--- config.mk ---
export PLATFORM = sky130hd
export DESIGN_NAME = badc_ctrl
export DESIGN_NICKNAME = d
export VERILOG_FILES = /design/src/rtl/badc_pkg.sv /design/src/rtl/badc_step_timer.sv /design/src/rtl/badc_ctrl.sv
export SDC_FILE = /design/constraint.sdc
export NUM_CORES = 1
export LEC_CHECK = 0
export BUFFER_PORTS_ARGS = -buffer_cell sky130_fd_sc_hd__buf_2
export CAP_MARGIN = 15
export CORE_MARGIN = 2
export CORE_UTILIZATION = 49
export CTS_CLUSTER_SIZE = 24
export DETAILED_ROUTE_END_ITERATION = 6
export PLACE_DENSITY = 0.75
export REMOVE_ABC_BUFFERS = 1
export SLEW_MARGIN = 20
export SYNTH_ARGS = -nofsm -noshare
export SYNTH_HDL_FRONTEND = slang
export SYNTH_SLANG_ARGS = --single-unit
--- constraint.sdc ---
create_clock -name core_clk_i -period 6.2 [get_ports core_clk_i]
set_clock_uncertainty 0.15 [all_clocks]
set_input_delay 0.31 -clock core_clk_i [delete_from_list [all_inputs] [get_ports core_clk_i]]
set_output_delay 0.31 -clock core_clk_i [all_outputs]
set_load 0.01 [all_outputs]
--- src/rtl/badc_pkg.sv ---
// badc_pkg: constants and types for the bank #1 ambient and dropout control block
// assumes a 40 MHz core clock and an external I2C slave that turns bus cycles into strobes
package badc_pkg;

   // register offsets on the internal register port
   localparam logic [7:0] BADC_ENABLE_OFF = 8'h01;
   localparam logic [7:0] BADC_RISE_OFF = 8'h14;
   localparam logic [7:0] BADC_FALL_OFF = 8'h15;
   localparam logic [7:0] BADC_CTRL_OFF = 8'h16;

   // field positions of the dropout and effects control register
   localparam int BADC_ACT_BIT = 6;
   localparam int BADC_RATE_BIT = 5;
   localparam int BADC_DPEN_BIT = 4;
   localparam int BADC_EFF_LSB = 1;
   localparam int BADC_BYP_BIT = 0;

   // field positions in the enable register
   localparam int BADC_BANK1_EN_BIT = 0;
   localparam int BADC_GLOBAL_EN_BIT = 1;
   localparam int BADC_LIGHTS_OFF_BIT = 2;

   // reset values
   localparam logic [7:0] BADC_RISE_RST = 8'h00;
   localparam logic [7:0] BADC_FALL_RST = 8'h00;
   localparam logic [2:0] BADC_EFF_RST = 3'h0;

   // effect codes
   localparam logic [2:0] BADC_EFF_DIM_FULL = 3'h1;
   localparam logic [2:0] BADC_EFF_DIM_PART = 3'h2;

   // timing
   localparam int unsigned BADC_CLK_MHZ = 40;
   localparam int unsigned BADC_SLOW_FIRST_NS = 4000000;
   localparam int unsigned BADC_SLOW_STEP_NS = 1000000;
   localparam int unsigned BADC_FAST_FIRST_NS = 256000;
   localparam int unsigned BADC_FAST_STEP_NS = 64000;
   localparam int unsigned BADC_SLOW_FIRST_CYC = BADC_SLOW_FIRST_NS * BADC_CLK_MHZ / 1000;
   localparam int unsigned BADC_SLOW_STEP_CYC = BADC_SLOW_STEP_NS * BADC_CLK_MHZ / 1000;
   localparam int unsigned BADC_FAST_FIRST_CYC = BADC_FAST_FIRST_NS * BADC_CLK_MHZ / 1000;
   localparam int unsigned BADC_FAST_STEP_CYC = BADC_FAST_STEP_NS * BADC_CLK_MHZ / 1000;
   localparam int BADC_TMR_W = 18;
   localparam int BADC_LVL_W = 5;

   // register port request
   typedef struct packed {
      logic wr;
      logic rd;
      logic [7:0] addr;
      logic [7:0] wdata;
   } badc_req_t;

   // writable fields of the control register
   typedef struct packed {
      logic rate;
      logic dp_en;
      logic [2:0] effect;
      logic bypass;
   } badc_ctrl_t;

   // dropout sequencer states
   typedef enum logic [1:0] {
      DO_IDLE = 2'b00,
      DO_FIRST = 2'b01,
      DO_STEP = 2'b10,
      DO_HOLD = 2'b11
   } badc_do_state_t;

endpackage : badc_pkg

--- src/rtl/badc_step_timer.sv ---
// badc_step_timer: one-shot down counter for the dropout step delays
// assumes load_i is a one-cycle pulse on the core clock
`timescale 1ns/1ps
module badc_step_timer (
   input wire logic core_clk_i,
   input wire logic sys_rst_i,
   input wire logic load_i,
   input wire logic [badc_pkg::BADC_TMR_W-1:0] load_val_i,
   output logic expired_o
);
   import badc_pkg::*;

   logic [BADC_TMR_W-1:0] cnt_q;
   logic run_q;
   logic expired_q;
   wire last_w = run_q && (cnt_q == '0);

   // reload restarts the count, so a stale expiry never follows a new load
   always_ff @(posedge core_clk_i or posedge sys_rst_i) begin
      if (sys_rst_i) begin
         cnt_q <= '0;
         run_q <= 1'b0;
         expired_q <= 1'b0;
      end else begin
         expired_q <= last_w && !load_i;
         if (load_i) begin
            cnt_q <= load_val_i - 1'b1;
            run_q <= 1'b1;
         end else if (last_w) begin
            run_q <= 1'b0;
         end else if (run_q) begin
            cnt_q <= cnt_q - 1'b1;
         end
      end
   end

   assign expired_o = expired_q;

endmodule : badc_step_timer

--- src/rtl/badc_ctrl.sv ---
// badc_ctrl: bank #1 ambient threshold selection and dropout protection sequencing
// assumes an I2C slave outside feeds one-cycle register strobes on core_clk_i,
// ambient codes arrive from same-clock logic, analog status lines are asynchronous
`timescale 1ns/1ps

module badc_ctrl #(
   parameter int unsigned SLOW_FIRST_CYC = badc_pkg::BADC_SLOW_FIRST_CYC,
   parameter int unsigned SLOW_STEP_CYC = badc_pkg::BADC_SLOW_STEP_CYC,
   parameter int unsigned FAST_FIRST_CYC = badc_pkg::BADC_FAST_FIRST_CYC
) (
   input wire logic core_clk_i,
   input wire logic sys_rst_i,
   input wire badc_pkg::badc_req_t reg_req_i,
   output logic [7:0] reg_rdata_o,
   input wire logic ambient_auto_i,
   input wire logic [7:0] ambient_code_i,
   input wire logic ambient_code_stb_i,
   input wire logic [badc_pkg::BADC_LVL_W-1:0] bank1_start_i,
   input wire logic [badc_pkg::BADC_LVL_W-1:0] bank1_target_i,
   input wire logic supply_low_i,
   input wire logic bank1_sink_float_i,
   input wire logic duty_pin_i,
   output logic [badc_pkg::BADC_LVL_W-1:0] bank1_level_o,
   output logic bank1_at_target_o,
   output logic dropout_limit_active_o,
   output logic duty_level_o,
   output logic duty_input_ignore_o,
   output logic autodim_full_req_o,
   output logic autodim_partial_req_o
);
   import badc_pkg::*;

   localparam int unsigned FAST_STEP_CYC = BADC_FAST_STEP_CYC;
   localparam logic [BADC_TMR_W-1:0] SLOW_FIRST_LD = BADC_TMR_W'(SLOW_FIRST_CYC);
   localparam logic [BADC_TMR_W-1:0] SLOW_STEP_LD = BADC_TMR_W'(SLOW_STEP_CYC);
   localparam logic [BADC_TMR_W-1:0] FAST_FIRST_LD = BADC_TMR_W'(FAST_FIRST_CYC);
   localparam logic [BADC_TMR_W-1:0] FAST_STEP_LD = BADC_TMR_W'(FAST_STEP_CYC);

   function automatic logic hit(input badc_req_t req, input logic [7:0] off);
      hit = (req.addr == off);
   endfunction : hit

   // pin synchronisers: supply low, sink float, duty pin
   logic [2:0] pin_async_w;
   logic [2:0] pin_sync_w;
   assign pin_async_w = {duty_pin_i, bank1_sink_float_i, supply_low_i};

   genvar gi;
   generate
      for (gi = 0; gi < 3; gi++) begin : g_sync
         logic meta_q;
         logic sync_q;
         always_ff @(posedge core_clk_i or posedge sys_rst_i) begin
            if (sys_rst_i) begin
               meta_q <= 1'b0;
               sync_q <= 1'b0;
            end else begin
               meta_q <= pin_async_w[gi];
               sync_q <= meta_q;
            end
         end
         assign pin_sync_w[gi] = sync_q;
      end
   endgenerate

   wire supply_low_w = pin_sync_w[0];
   wire sink_float_w = pin_sync_w[1];
   wire duty_pin_w = pin_sync_w[2];

   // register decode
   wire wr_rise_w = reg_req_i.wr && hit(reg_req_i, BADC_RISE_OFF);
   wire wr_fall_w = reg_req_i.wr && hit(reg_req_i, BADC_FALL_OFF);
   wire wr_ctrl_w = reg_req_i.wr && hit(reg_req_i, BADC_CTRL_OFF);
   wire wr_enable_w = reg_req_i.wr && hit(reg_req_i, BADC_ENABLE_OFF);

   // resume on enable write: bank #1 stays on with lights-off, global enable or both
   wire resume_wr_w = wr_enable_w && reg_req_i.wdata[BADC_BANK1_EN_BIT]
                      && (reg_req_i.wdata[BADC_LIGHTS_OFF_BIT] || reg_req_i.wdata[BADC_GLOBAL_EN_BIT]);

   logic [7:0] rise_q;
   logic [7:0] fall_q;
   badc_ctrl_t ctrl_q;
   badc_ctrl_t ctrl_d;
   logic act_q;

   // floating sink beats a software write of the enable bit
   always_comb begin
      ctrl_d = ctrl_q;
      if (wr_ctrl_w) begin
         ctrl_d.rate = reg_req_i.wdata[BADC_RATE_BIT];
         ctrl_d.dp_en = reg_req_i.wdata[BADC_DPEN_BIT];
         ctrl_d.effect = reg_req_i.wdata[BADC_EFF_LSB +: 3];
         ctrl_d.bypass = reg_req_i.wdata[BADC_BYP_BIT];
      end
      if (sink_float_w) begin
         ctrl_d.dp_en = 1'b0;
      end
   end

   always_ff @(posedge core_clk_i or posedge sys_rst_i) begin
      if (sys_rst_i) begin
         rise_q <= BADC_RISE_RST;
         fall_q <= BADC_FALL_RST;
         ctrl_q <= '0;
      end else begin
         if (wr_rise_w) rise_q <= reg_req_i.wdata;
         if (wr_fall_w) fall_q <= reg_req_i.wdata;
         ctrl_q <= ctrl_d;
      end
   end

   // read-back: bit 7 of the control register reads zero, unmapped reads zero
   wire [7:0] ctrl_rd_w = {1'b0, act_q, ctrl_q.rate, ctrl_q.dp_en, ctrl_q.effect, ctrl_q.bypass};
   wire [7:0] rd_mux_w = hit(reg_req_i, BADC_RISE_OFF) ? rise_q :
                         hit(reg_req_i, BADC_FALL_OFF) ? fall_q :
                         hit(reg_req_i, BADC_CTRL_OFF) ? ctrl_rd_w : 8'h00;
   logic [7:0] rdata_q;
   always_ff @(posedge core_clk_i or posedge sys_rst_i) begin
      if (sys_rst_i) rdata_q <= 8'h00;
      else if (reg_req_i.rd) rdata_q <= rd_mux_w;
   end
   assign reg_rdata_o = rdata_q;

   // ambient threshold compare
   wire hyst_off_w = (fall_q >= rise_q);
   wire above_w = (ambient_code_i > rise_q);
   wire below_w = hyst_off_w ? (ambient_code_i < rise_q) : (ambient_code_i < fall_q);
   wire eval_w = ambient_auto_i && ambient_code_stb_i;

   logic at_target_q;
   always_ff @(posedge core_clk_i or posedge sys_rst_i) begin
      if (sys_rst_i) begin
         at_target_q <= 1'b0;
      end else if (eval_w) begin
         if (above_w) at_target_q <= 1'b1;
         else if (below_w) at_target_q <= 1'b0;
      end
   end

   // auto off holds bank #1 at its start setting, whatever the ambient code does
   wire [BADC_LVL_W-1:0] base_w = (ambient_auto_i && at_target_q) ? bank1_target_i : bank1_start_i;

   // dropout sequencer; only bank #1's level is ever reduced
   badc_do_state_t st_q;
   badc_do_state_t st_d;
   logic [BADC_LVL_W-1:0] red_q;
   logic tmr_exp_w;

   wire resume_w = !ctrl_q.dp_en || sink_float_w || resume_wr_w;
   wire room_w = (red_q < base_w);
   wire [BADC_TMR_W-1:0] first_ld_w = ctrl_q.rate ? SLOW_FIRST_LD : FAST_FIRST_LD;
   wire [BADC_TMR_W-1:0] step_ld_w = ctrl_q.rate ? SLOW_STEP_LD : FAST_STEP_LD;

   logic tmr_load_w;
   logic [BADC_TMR_W-1:0] tmr_val_w;
   logic step_w;

   always_comb begin
      st_d = st_q;
      tmr_load_w = 1'b0;
      tmr_val_w = step_ld_w;
      step_w = 1'b0;
      unique case (st_q)
         DO_IDLE: begin
            if (!resume_w && supply_low_w) begin
               tmr_load_w = 1'b1;
               tmr_val_w = first_ld_w;
               st_d = DO_FIRST;
            end
         end
         DO_FIRST: begin
            if (resume_w) begin
               st_d = DO_IDLE;
            end else if (tmr_exp_w) begin
               if (supply_low_w) begin
                  step_w = room_w;
                  tmr_load_w = 1'b1;
                  st_d = DO_STEP;
               end else begin
                  st_d = DO_IDLE;
               end
            end
         end
         DO_STEP: begin
            if (resume_w) begin
               st_d = DO_IDLE;
            end else if (tmr_exp_w) begin
               if (supply_low_w) begin
                  step_w = room_w;
                  tmr_load_w = 1'b1;
               end else begin
                  st_d = DO_HOLD;
               end
            end
         end
         DO_HOLD: begin
            if (resume_w) begin
               st_d = DO_IDLE;
            end else if (supply_low_w) begin
               tmr_load_w = 1'b1;
               st_d = DO_STEP;
            end
         end
      endcase
   end

   badc_step_timer u_timer (
      .core_clk_i(core_clk_i),
      .sys_rst_i(sys_rst_i),
      .load_i(tmr_load_w),
      .load_val_i(tmr_val_w),
      .expired_o(tmr_exp_w)
   );

   // step and resume cannot meet: every step path excludes resume_w
   always_ff @(posedge core_clk_i or posedge sys_rst_i) begin
      if (sys_rst_i) begin
         st_q <= DO_IDLE;
         red_q <= '0;
         act_q <= 1'b0;
      end else begin
         st_q <= st_d;
         if (step_w) begin
            red_q <= red_q + 1'b1;
            act_q <= 1'b1;
         end else if (resume_w) begin
            red_q <= '0;
            act_q <= 1'b0;
         end
      end
   end

   // level output saturates at zero
   logic [BADC_LVL_W-1:0] level_q;
   always_ff @(posedge core_clk_i or posedge sys_rst_i) begin
      if (sys_rst_i) level_q <= '0;
      else level_q <= room_w ? (base_w - red_q) : '0;
   end

   // effect requests and duty pin handling, all registered
   logic full_q;
   logic part_q;
   logic duty_q;
   always_ff @(posedge core_clk_i or posedge sys_rst_i) begin
      if (sys_rst_i) begin
         full_q <= 1'b0;
         part_q <= 1'b0;
         duty_q <= 1'b1;
      end else begin
         full_q <= (ctrl_q.effect == BADC_EFF_DIM_FULL);
         part_q <= (ctrl_q.effect == BADC_EFF_DIM_PART);
         duty_q <= ctrl_q.bypass ? 1'b1 : duty_pin_w;
      end
   end

   assign bank1_level_o = level_q;
   assign bank1_at_target_o = at_target_q;
   assign dropout_limit_active_o = act_q;
   assign duty_level_o = duty_q;
   assign duty_input_ignore_o = ctrl_q.bypass;
   assign autodim_full_req_o = full_q;
   assign autodim_partial_req_o = part_q;

endmodule : badc_ctrl

### Word level (Yosys, flattened, before mapping)

Cells that the tools add are included.

| word-level totals | value |
|---|---|
| bits in registers | 73 |
| bits in latches | 0 |
| RAM bits | 0 |
| memory bits (read-only) | 0 |
| input bits | 43 |
| output and inout bits | 19 |
| logic and storage cells | 120 |
| memories | 0 |

| operators by class | value |
|---|---|
| add/subtract/negate cells | 4 |
| multipliers | 0 |
| divide/modulo/power cells | 0 |
| order comparisons | 5 |
| eq/ne operators | 15 |
| shift-type cells | 0 |
| multiplexer cells | 44 |
| bitwise logic cells | 0 |
| reduce and logical (&&, ||, !) cells | 28 |

Operators with widths:

| kind | number |
|---|---|
| $mux 18 | 6 |
| $sub 18x1->18 const B | 2 |
| $mux 5 | 5 |
| $eq 8x5->1 const B | 3 |
| $logic_not 18->1 | 1 |
| $mux 1 | 18 |
| $mux 2 | 9 |
| $lt 8x8->1 | 2 |
| $mux 16 | 1 |
| $mux 8 | 2 |
| $logic_and 1x1->1 | 11 |
| $reduce_bool 2->1 | 5 |
| $eq 8x1->1 const B | 1 |
| $ge 8x8->1 | 1 |
| $gt 8x8->1 | 1 |
| $pmux 2 s4 | 1 |
| $mux 7 | 1 |
| $ne 3x2->1 const B | 2 |
| $ne 3x3->1 const B | 2 |
| $add 5x1->5 const B | 1 |
| $lt 5x5->1 | 1 |
| $reduce_and 5->1 | 1 |
| $sub 5x5->5 | 1 |
| $eq 2x2->1 const B | 2 |
| other kinds (11) | 16 |

### Depth between registers and ports, before layout

| logic depth | value |
|---|---|
| depth in word-level cells | 11 |
| gate-level depth with buffers | 13 |
| mapped depth without buffers | 11 |

### Modules after synthesis

A second synthesis with hierarchy kept.

| second synthesis, totals | value |
|---|---|
| cell total of the unflattened synthesis | 511 |
| area, all modules | 4,698.3 sq um |

By module, submodules not included:

| module | times used | cells each | area an instance (sq um) | seq. area each (sq um) |
|---|---|---|---|---|
| badc_ctrl | 1 | 323 | 3,111.7 | 1,327.5 |
| badc_step_timer | 1 | 188 | 1,586.5 | 500.5 |

### Worst setup path after synthesis

No wires, ideal clock.

| timing path | value |
|---|---|
| path kind | register to register |
| from | register st_q[0] |
| to | register u_timer.cnt_q[12] |
| setup time | 0.082 ns |
| arrival | 2.652 ns |
| required time | 5.968 ns |
| slack | 3.316 ns |
| stages on the path, launching flop included | 14 |
| path buffers | 2 |
| period minus slack after synthesis | 2.884 ns |
| path through | dfrtp_1 > inv_1 > ha_1 > and2_1 > o311a_1 > nand2_1 > clkbuf_1 > nand2_1 > ha_1 > clkbuf_1 > nor2b_1 > nand4_4 > or3_1 > a31oi_1 |

| on the way | value |
|---|---|
| longest elaborated chain between the ends | 5 |
| elaborated cells on any way between the ends | 12 |
| those cells by class | add/sub (1); eq/ne (4); mux (3); reduce/logical (4) |

Ends and longest elaborated chain:

| element | RTL line | source |
|---|---|---|
| from (decl) | badc_ctrl.sv:144 | `badc_do_state_t st_q;` |
| from (signal assigned) | badc_ctrl.sv:222 | `st_q <= st_d;` |
| branches (longest 5 deep; another with $sub 18x1->18) | - |  |
| to (signal assigned) | badc_step_timer.sv:27 | `cnt_q <= load_val_i - 1'b1;` |
| to (signal assigned) | badc_step_timer.sv:32 | `cnt_q <= cnt_q - 1'b1;` |
| to (decl) | badc_step_timer.sv:13 | `logic [BADC_TMR_W-1:0] cnt_q;` |

Parallel ways; which one is timed is not known.
A chain may end at the register's enable or synchronous reset.

### Worst setup path in the final report

| timing path | value |
|---|---|
| from | register st_q[1] |
| to | register u_timer.cnt_q[12] |

The elaborated chain is that of the path after synthesis.

==> impl_metrics.ini <==
[status]
status = complete, no violations

[synthesis]
synthesis.area_mm2 = 0.00421
synth-main-ff-cell = sky130_fd_sc_hd__dfrtp_1
avgSynthCellArea_um2 = 9.99
netlist_instances = 422
synth_edf_count = 0
area_fraction_of_the_dominant_cell_type_after_synthesis_pct = 42.8
asyncSetResetFlopFracSynth_pct = 100
ys_top_cells_by_count = sky130_fd_sc_hd__dfrtp_1 (72), sky130_fd_sc_hd__ha_1 (35), sky130_fd_sc_hd__inv_1 (34)
synth-seq-area-share_pct = 43.4
post_synth_num_cell_types = 56
synth_most_common_cell = sky130_fd_sc_hd__dfrtp_1
ys_warnings = 0
yosys-top-cells-area = sky130_fd_sc_hd__dfrtp_1 (43%), sky130_fd_sc_hd__ha_1 (10%), sky130_fd_sc_hd__mux2_2 (5.3%)
synth_seq_cells = 73
netlist.top_cell.by_area = sky130_fd_sc_hd__dfrtp_1

[route]
routed_wl_mm = 9.26
ant_nets = 0
detail_route.vias_per_cell = 5.62
post-route-drc-count = 0
wl_per_cell_um = 15.6
drt_iter0_markers = 179
num_vias = 3342
drt_pass1_iterations = 4

[clocking]
worst_skew_late_latency_ns = 0.34
htree_num_levels = 3
buffer_depth_of_the_longest_clock_path = 2
clkSinkCount = 73
cts_root_buffer_type = sky130_fd_sc_hd__clkbuf_8
clk_pin_slew_ns = 0.07
numCtsBuffers = 9
tritoncts = built

[timing]
final.min_clock_period_ns = 3.40
final_max_slew_viol_count = 0
timing.setup.tns_ns = 0
max_slew_margin_pct = 39.1
maxClockFrequency_mhz = 294
fin_crit_sh_pct = 54.8
setup_viol_count_final = 0
rsz0062_at_grt = no
finalHoldViolations = 0
worst-slew-pin-transition_ns = 0.914

[critical_path]
worst-path-max-fanout = 24
worst_ep_arrival_time_ns = 3.51
critPathCaptureType = register
startpoint_type = register
timing_worst_setup_path_type = reg -> reg
cp.required_ns = 6.31

[worst_hold_path]
worstHoldPathType = in -> reg

[placed_design]
gpl.final_weighted_congestion = 0.840
port_buffers = 61
dpl.cell_count = 578
dpl.hpwl_mm = 6.88

[pwr]
power.leakage_nw = 2.31
ir_drop_worst_case_vdd_uv = 118
power_density_mw_per_mm2 = 247

[floorplan]
core-area_mm2 = 0.00826
placement_rows = 33
num_io_pins = 62
die_area_mm2 = 0.00936
floorplan.initialDensity_pct = 51.0
dieWidth_um = 96.7
chipHeight_um = 96.7

[flow_run]
timing.max_cap.violations = 0

[global_routing]
grt_pass1_vias = 3404
grt_first_pass_wirelength_mm = 15.9
grt_antenna_before_repair = 0
global_route.overflow_total = 0
grt_start_max_net_pins = 74
grt.total_usage_pct = 20.5

[finish]
antenna_cells = 0
drive_gt1_share_pct = 21.8
fill_cells = 738
stdcell_count = 595
area.growth.synth_to_final_pct = 14.7
post_layout_nets = 566
## layer usage
| metal | routed length (um) | GRT usage, % | vias to the layer above | share of wire [%] |
|---|---|---|---|---|
| met2 | 4440 | 33.5 | 77 | 48 |
| met1 | 4280 | 27.9 | 1606 | 46 |
| met5 | 0 | 0 | - | 0 |
| met4 | 110 | 5.09 | 0 | 1.2 |
| met3 | 428 | 4.62 | 8 | 4.6 |
| li1 | - | - | 1651 | - |
## power breakdown
group / switching (W) / total [W] / internal (W)
Clock: 0.000173 / 0.000354 / 0.000181
Sequential: 0.0000480 / 0.000575 / 0.000527
Combinational: 0.000145 / 0.000266 / 0.000120
## area by class of cell
cell class                 count  area [um^2]  area share, %
multi-input combinational    303         2210           45.8
sequential                    73         1830           37.8
timing repair buffer          66          350           7.25
tap                          105          131           2.72
inverter                      34          128           2.64
clock buffer                   9          124           2.56
clock inverter                 5         58.8           1.22
## cell families (layout without fill, tap and decap cells)
kind of cell	Yosys count	after routing	synth area share, %
AOI/OAI and AO/OA	96	96	15.1
xor gates and xnor gates	12	12	2.49
adders and majority gates	36	36	10.9
buffers and inverters	46	114	4.28
DFF	73	73	43.4
muxes	31	31	7.96
and+or+nand+nor	128	128	16.0
## worst paths after layout
kind                       slack, ns                            end                        from  cells after the start
setup / recovery                2.80  u_timer.cnt_q[12]$_DFFE_PP0P_         st_q[1]$_DFFE_PP0P_                     11
setup reg to reg                2.80  u_timer.cnt_q[12]$_DFFE_PP0P_         st_q[1]$_DFFE_PP0P_                     11
hold / removal                  0.05          rise_q[7]$_DFFE_PP0P_                reg_req_i[7]                      3
min in group asynchronous       0.08     g_sync[1].meta_q$_DFF_PP0_                   sys_rst_i                      3
max in group asynchronous       5.22     reg_rdata_o[1]$_DFFE_PP0P_                   sys_rst_i                      3
hold reg to reg                 0.20     g_sync[0].sync_q$_DFF_PP0_  g_sync[0].meta_q$_DFF_PP0_                      0
## worst max-delay path: stages (launching register included)
cell	delay, ns
sky130_fd_sc_hd__dfrtp_1	0.41
sky130_fd_sc_hd__inv_1	0.10
sky130_fd_sc_hd__ha_1	0.30
sky130_fd_sc_hd__and2_1	0.17
sky130_fd_sc_hd__o311a_1	0.19
sky130_fd_sc_hd__nand2_1	0.45
sky130_fd_sc_hd__nand2_1	0.24
sky130_fd_sc_hd__ha_1	0.38
sky130_fd_sc_hd__nor2b_1	0.26
sky130_fd_sc_hd__nand4_4	0.16
sky130_fd_sc_hd__or3_1	0.34
sky130_fd_sc_hd__a31oi_1	0.16
## flip-flops by register name, summed over array words and instances, names as in the netlist, 2 cells and up
register / flops
bank1_level_o: 5
ctrl_q: 5
fall_q: 8
g_sync.meta_q: 3
g_sync.sync_q: 2
red_q: 5
reg_rdata_o: 8
rise_q: 8
st_q: 2
u_timer.cnt_q: 18
## through the flow
step / power [W] / hold slack (ns) / worst slack (ns) / utilization, % / cell area (um^2)
after floorplan: 0.000760 / 0.181 / 3.34 / - / 4160
after global placement: 0.000830 / 0.183 / 3.03 / 55.9 / 4620
after detailed placement: 0.000844 / 0.186 / 2.89 / 55.9 / 4620
after CTS: 0.00120 / 0.0416 / 2.82 / 58.5 / 4830
after global routing: 0.00127 / 0.0699 / 2.49 / 58.5 / 4830
final: 0.00119 / 0.0515 / 2.80 / 58.5 / 4830
## cells in the final DEF (no fill, tap or decap), types with 11 or more instances in the layout
cell type	n
sky130_fd_sc_hd__inv_1	33
sky130_fd_sc_hd__mux2_2	20
sky130_fd_sc_hd__a21oi_1	22
sky130_fd_sc_hd__nand3_1	12
sky130_fd_sc_hd__ha_1	35
sky130_fd_sc_hd__nor2_1	32
sky130_fd_sc_hd__buf_2	61
sky130_fd_sc_hd__o21ai_0	21
sky130_fd_sc_hd__nand2_1	31
sky130_fd_sc_hd__mux2i_1	11
sky130_fd_sc_hd__dfrtp_1	72
## what timing repair did
item	4_1_cts	5_1_grt
endpoints found under the setup margin	0	0
endpoints found under the hold margin	3	0
setup buffers	0	0
resized for setup	0	0
hold buffers	3	0
(Power assumes the default switching activity.)
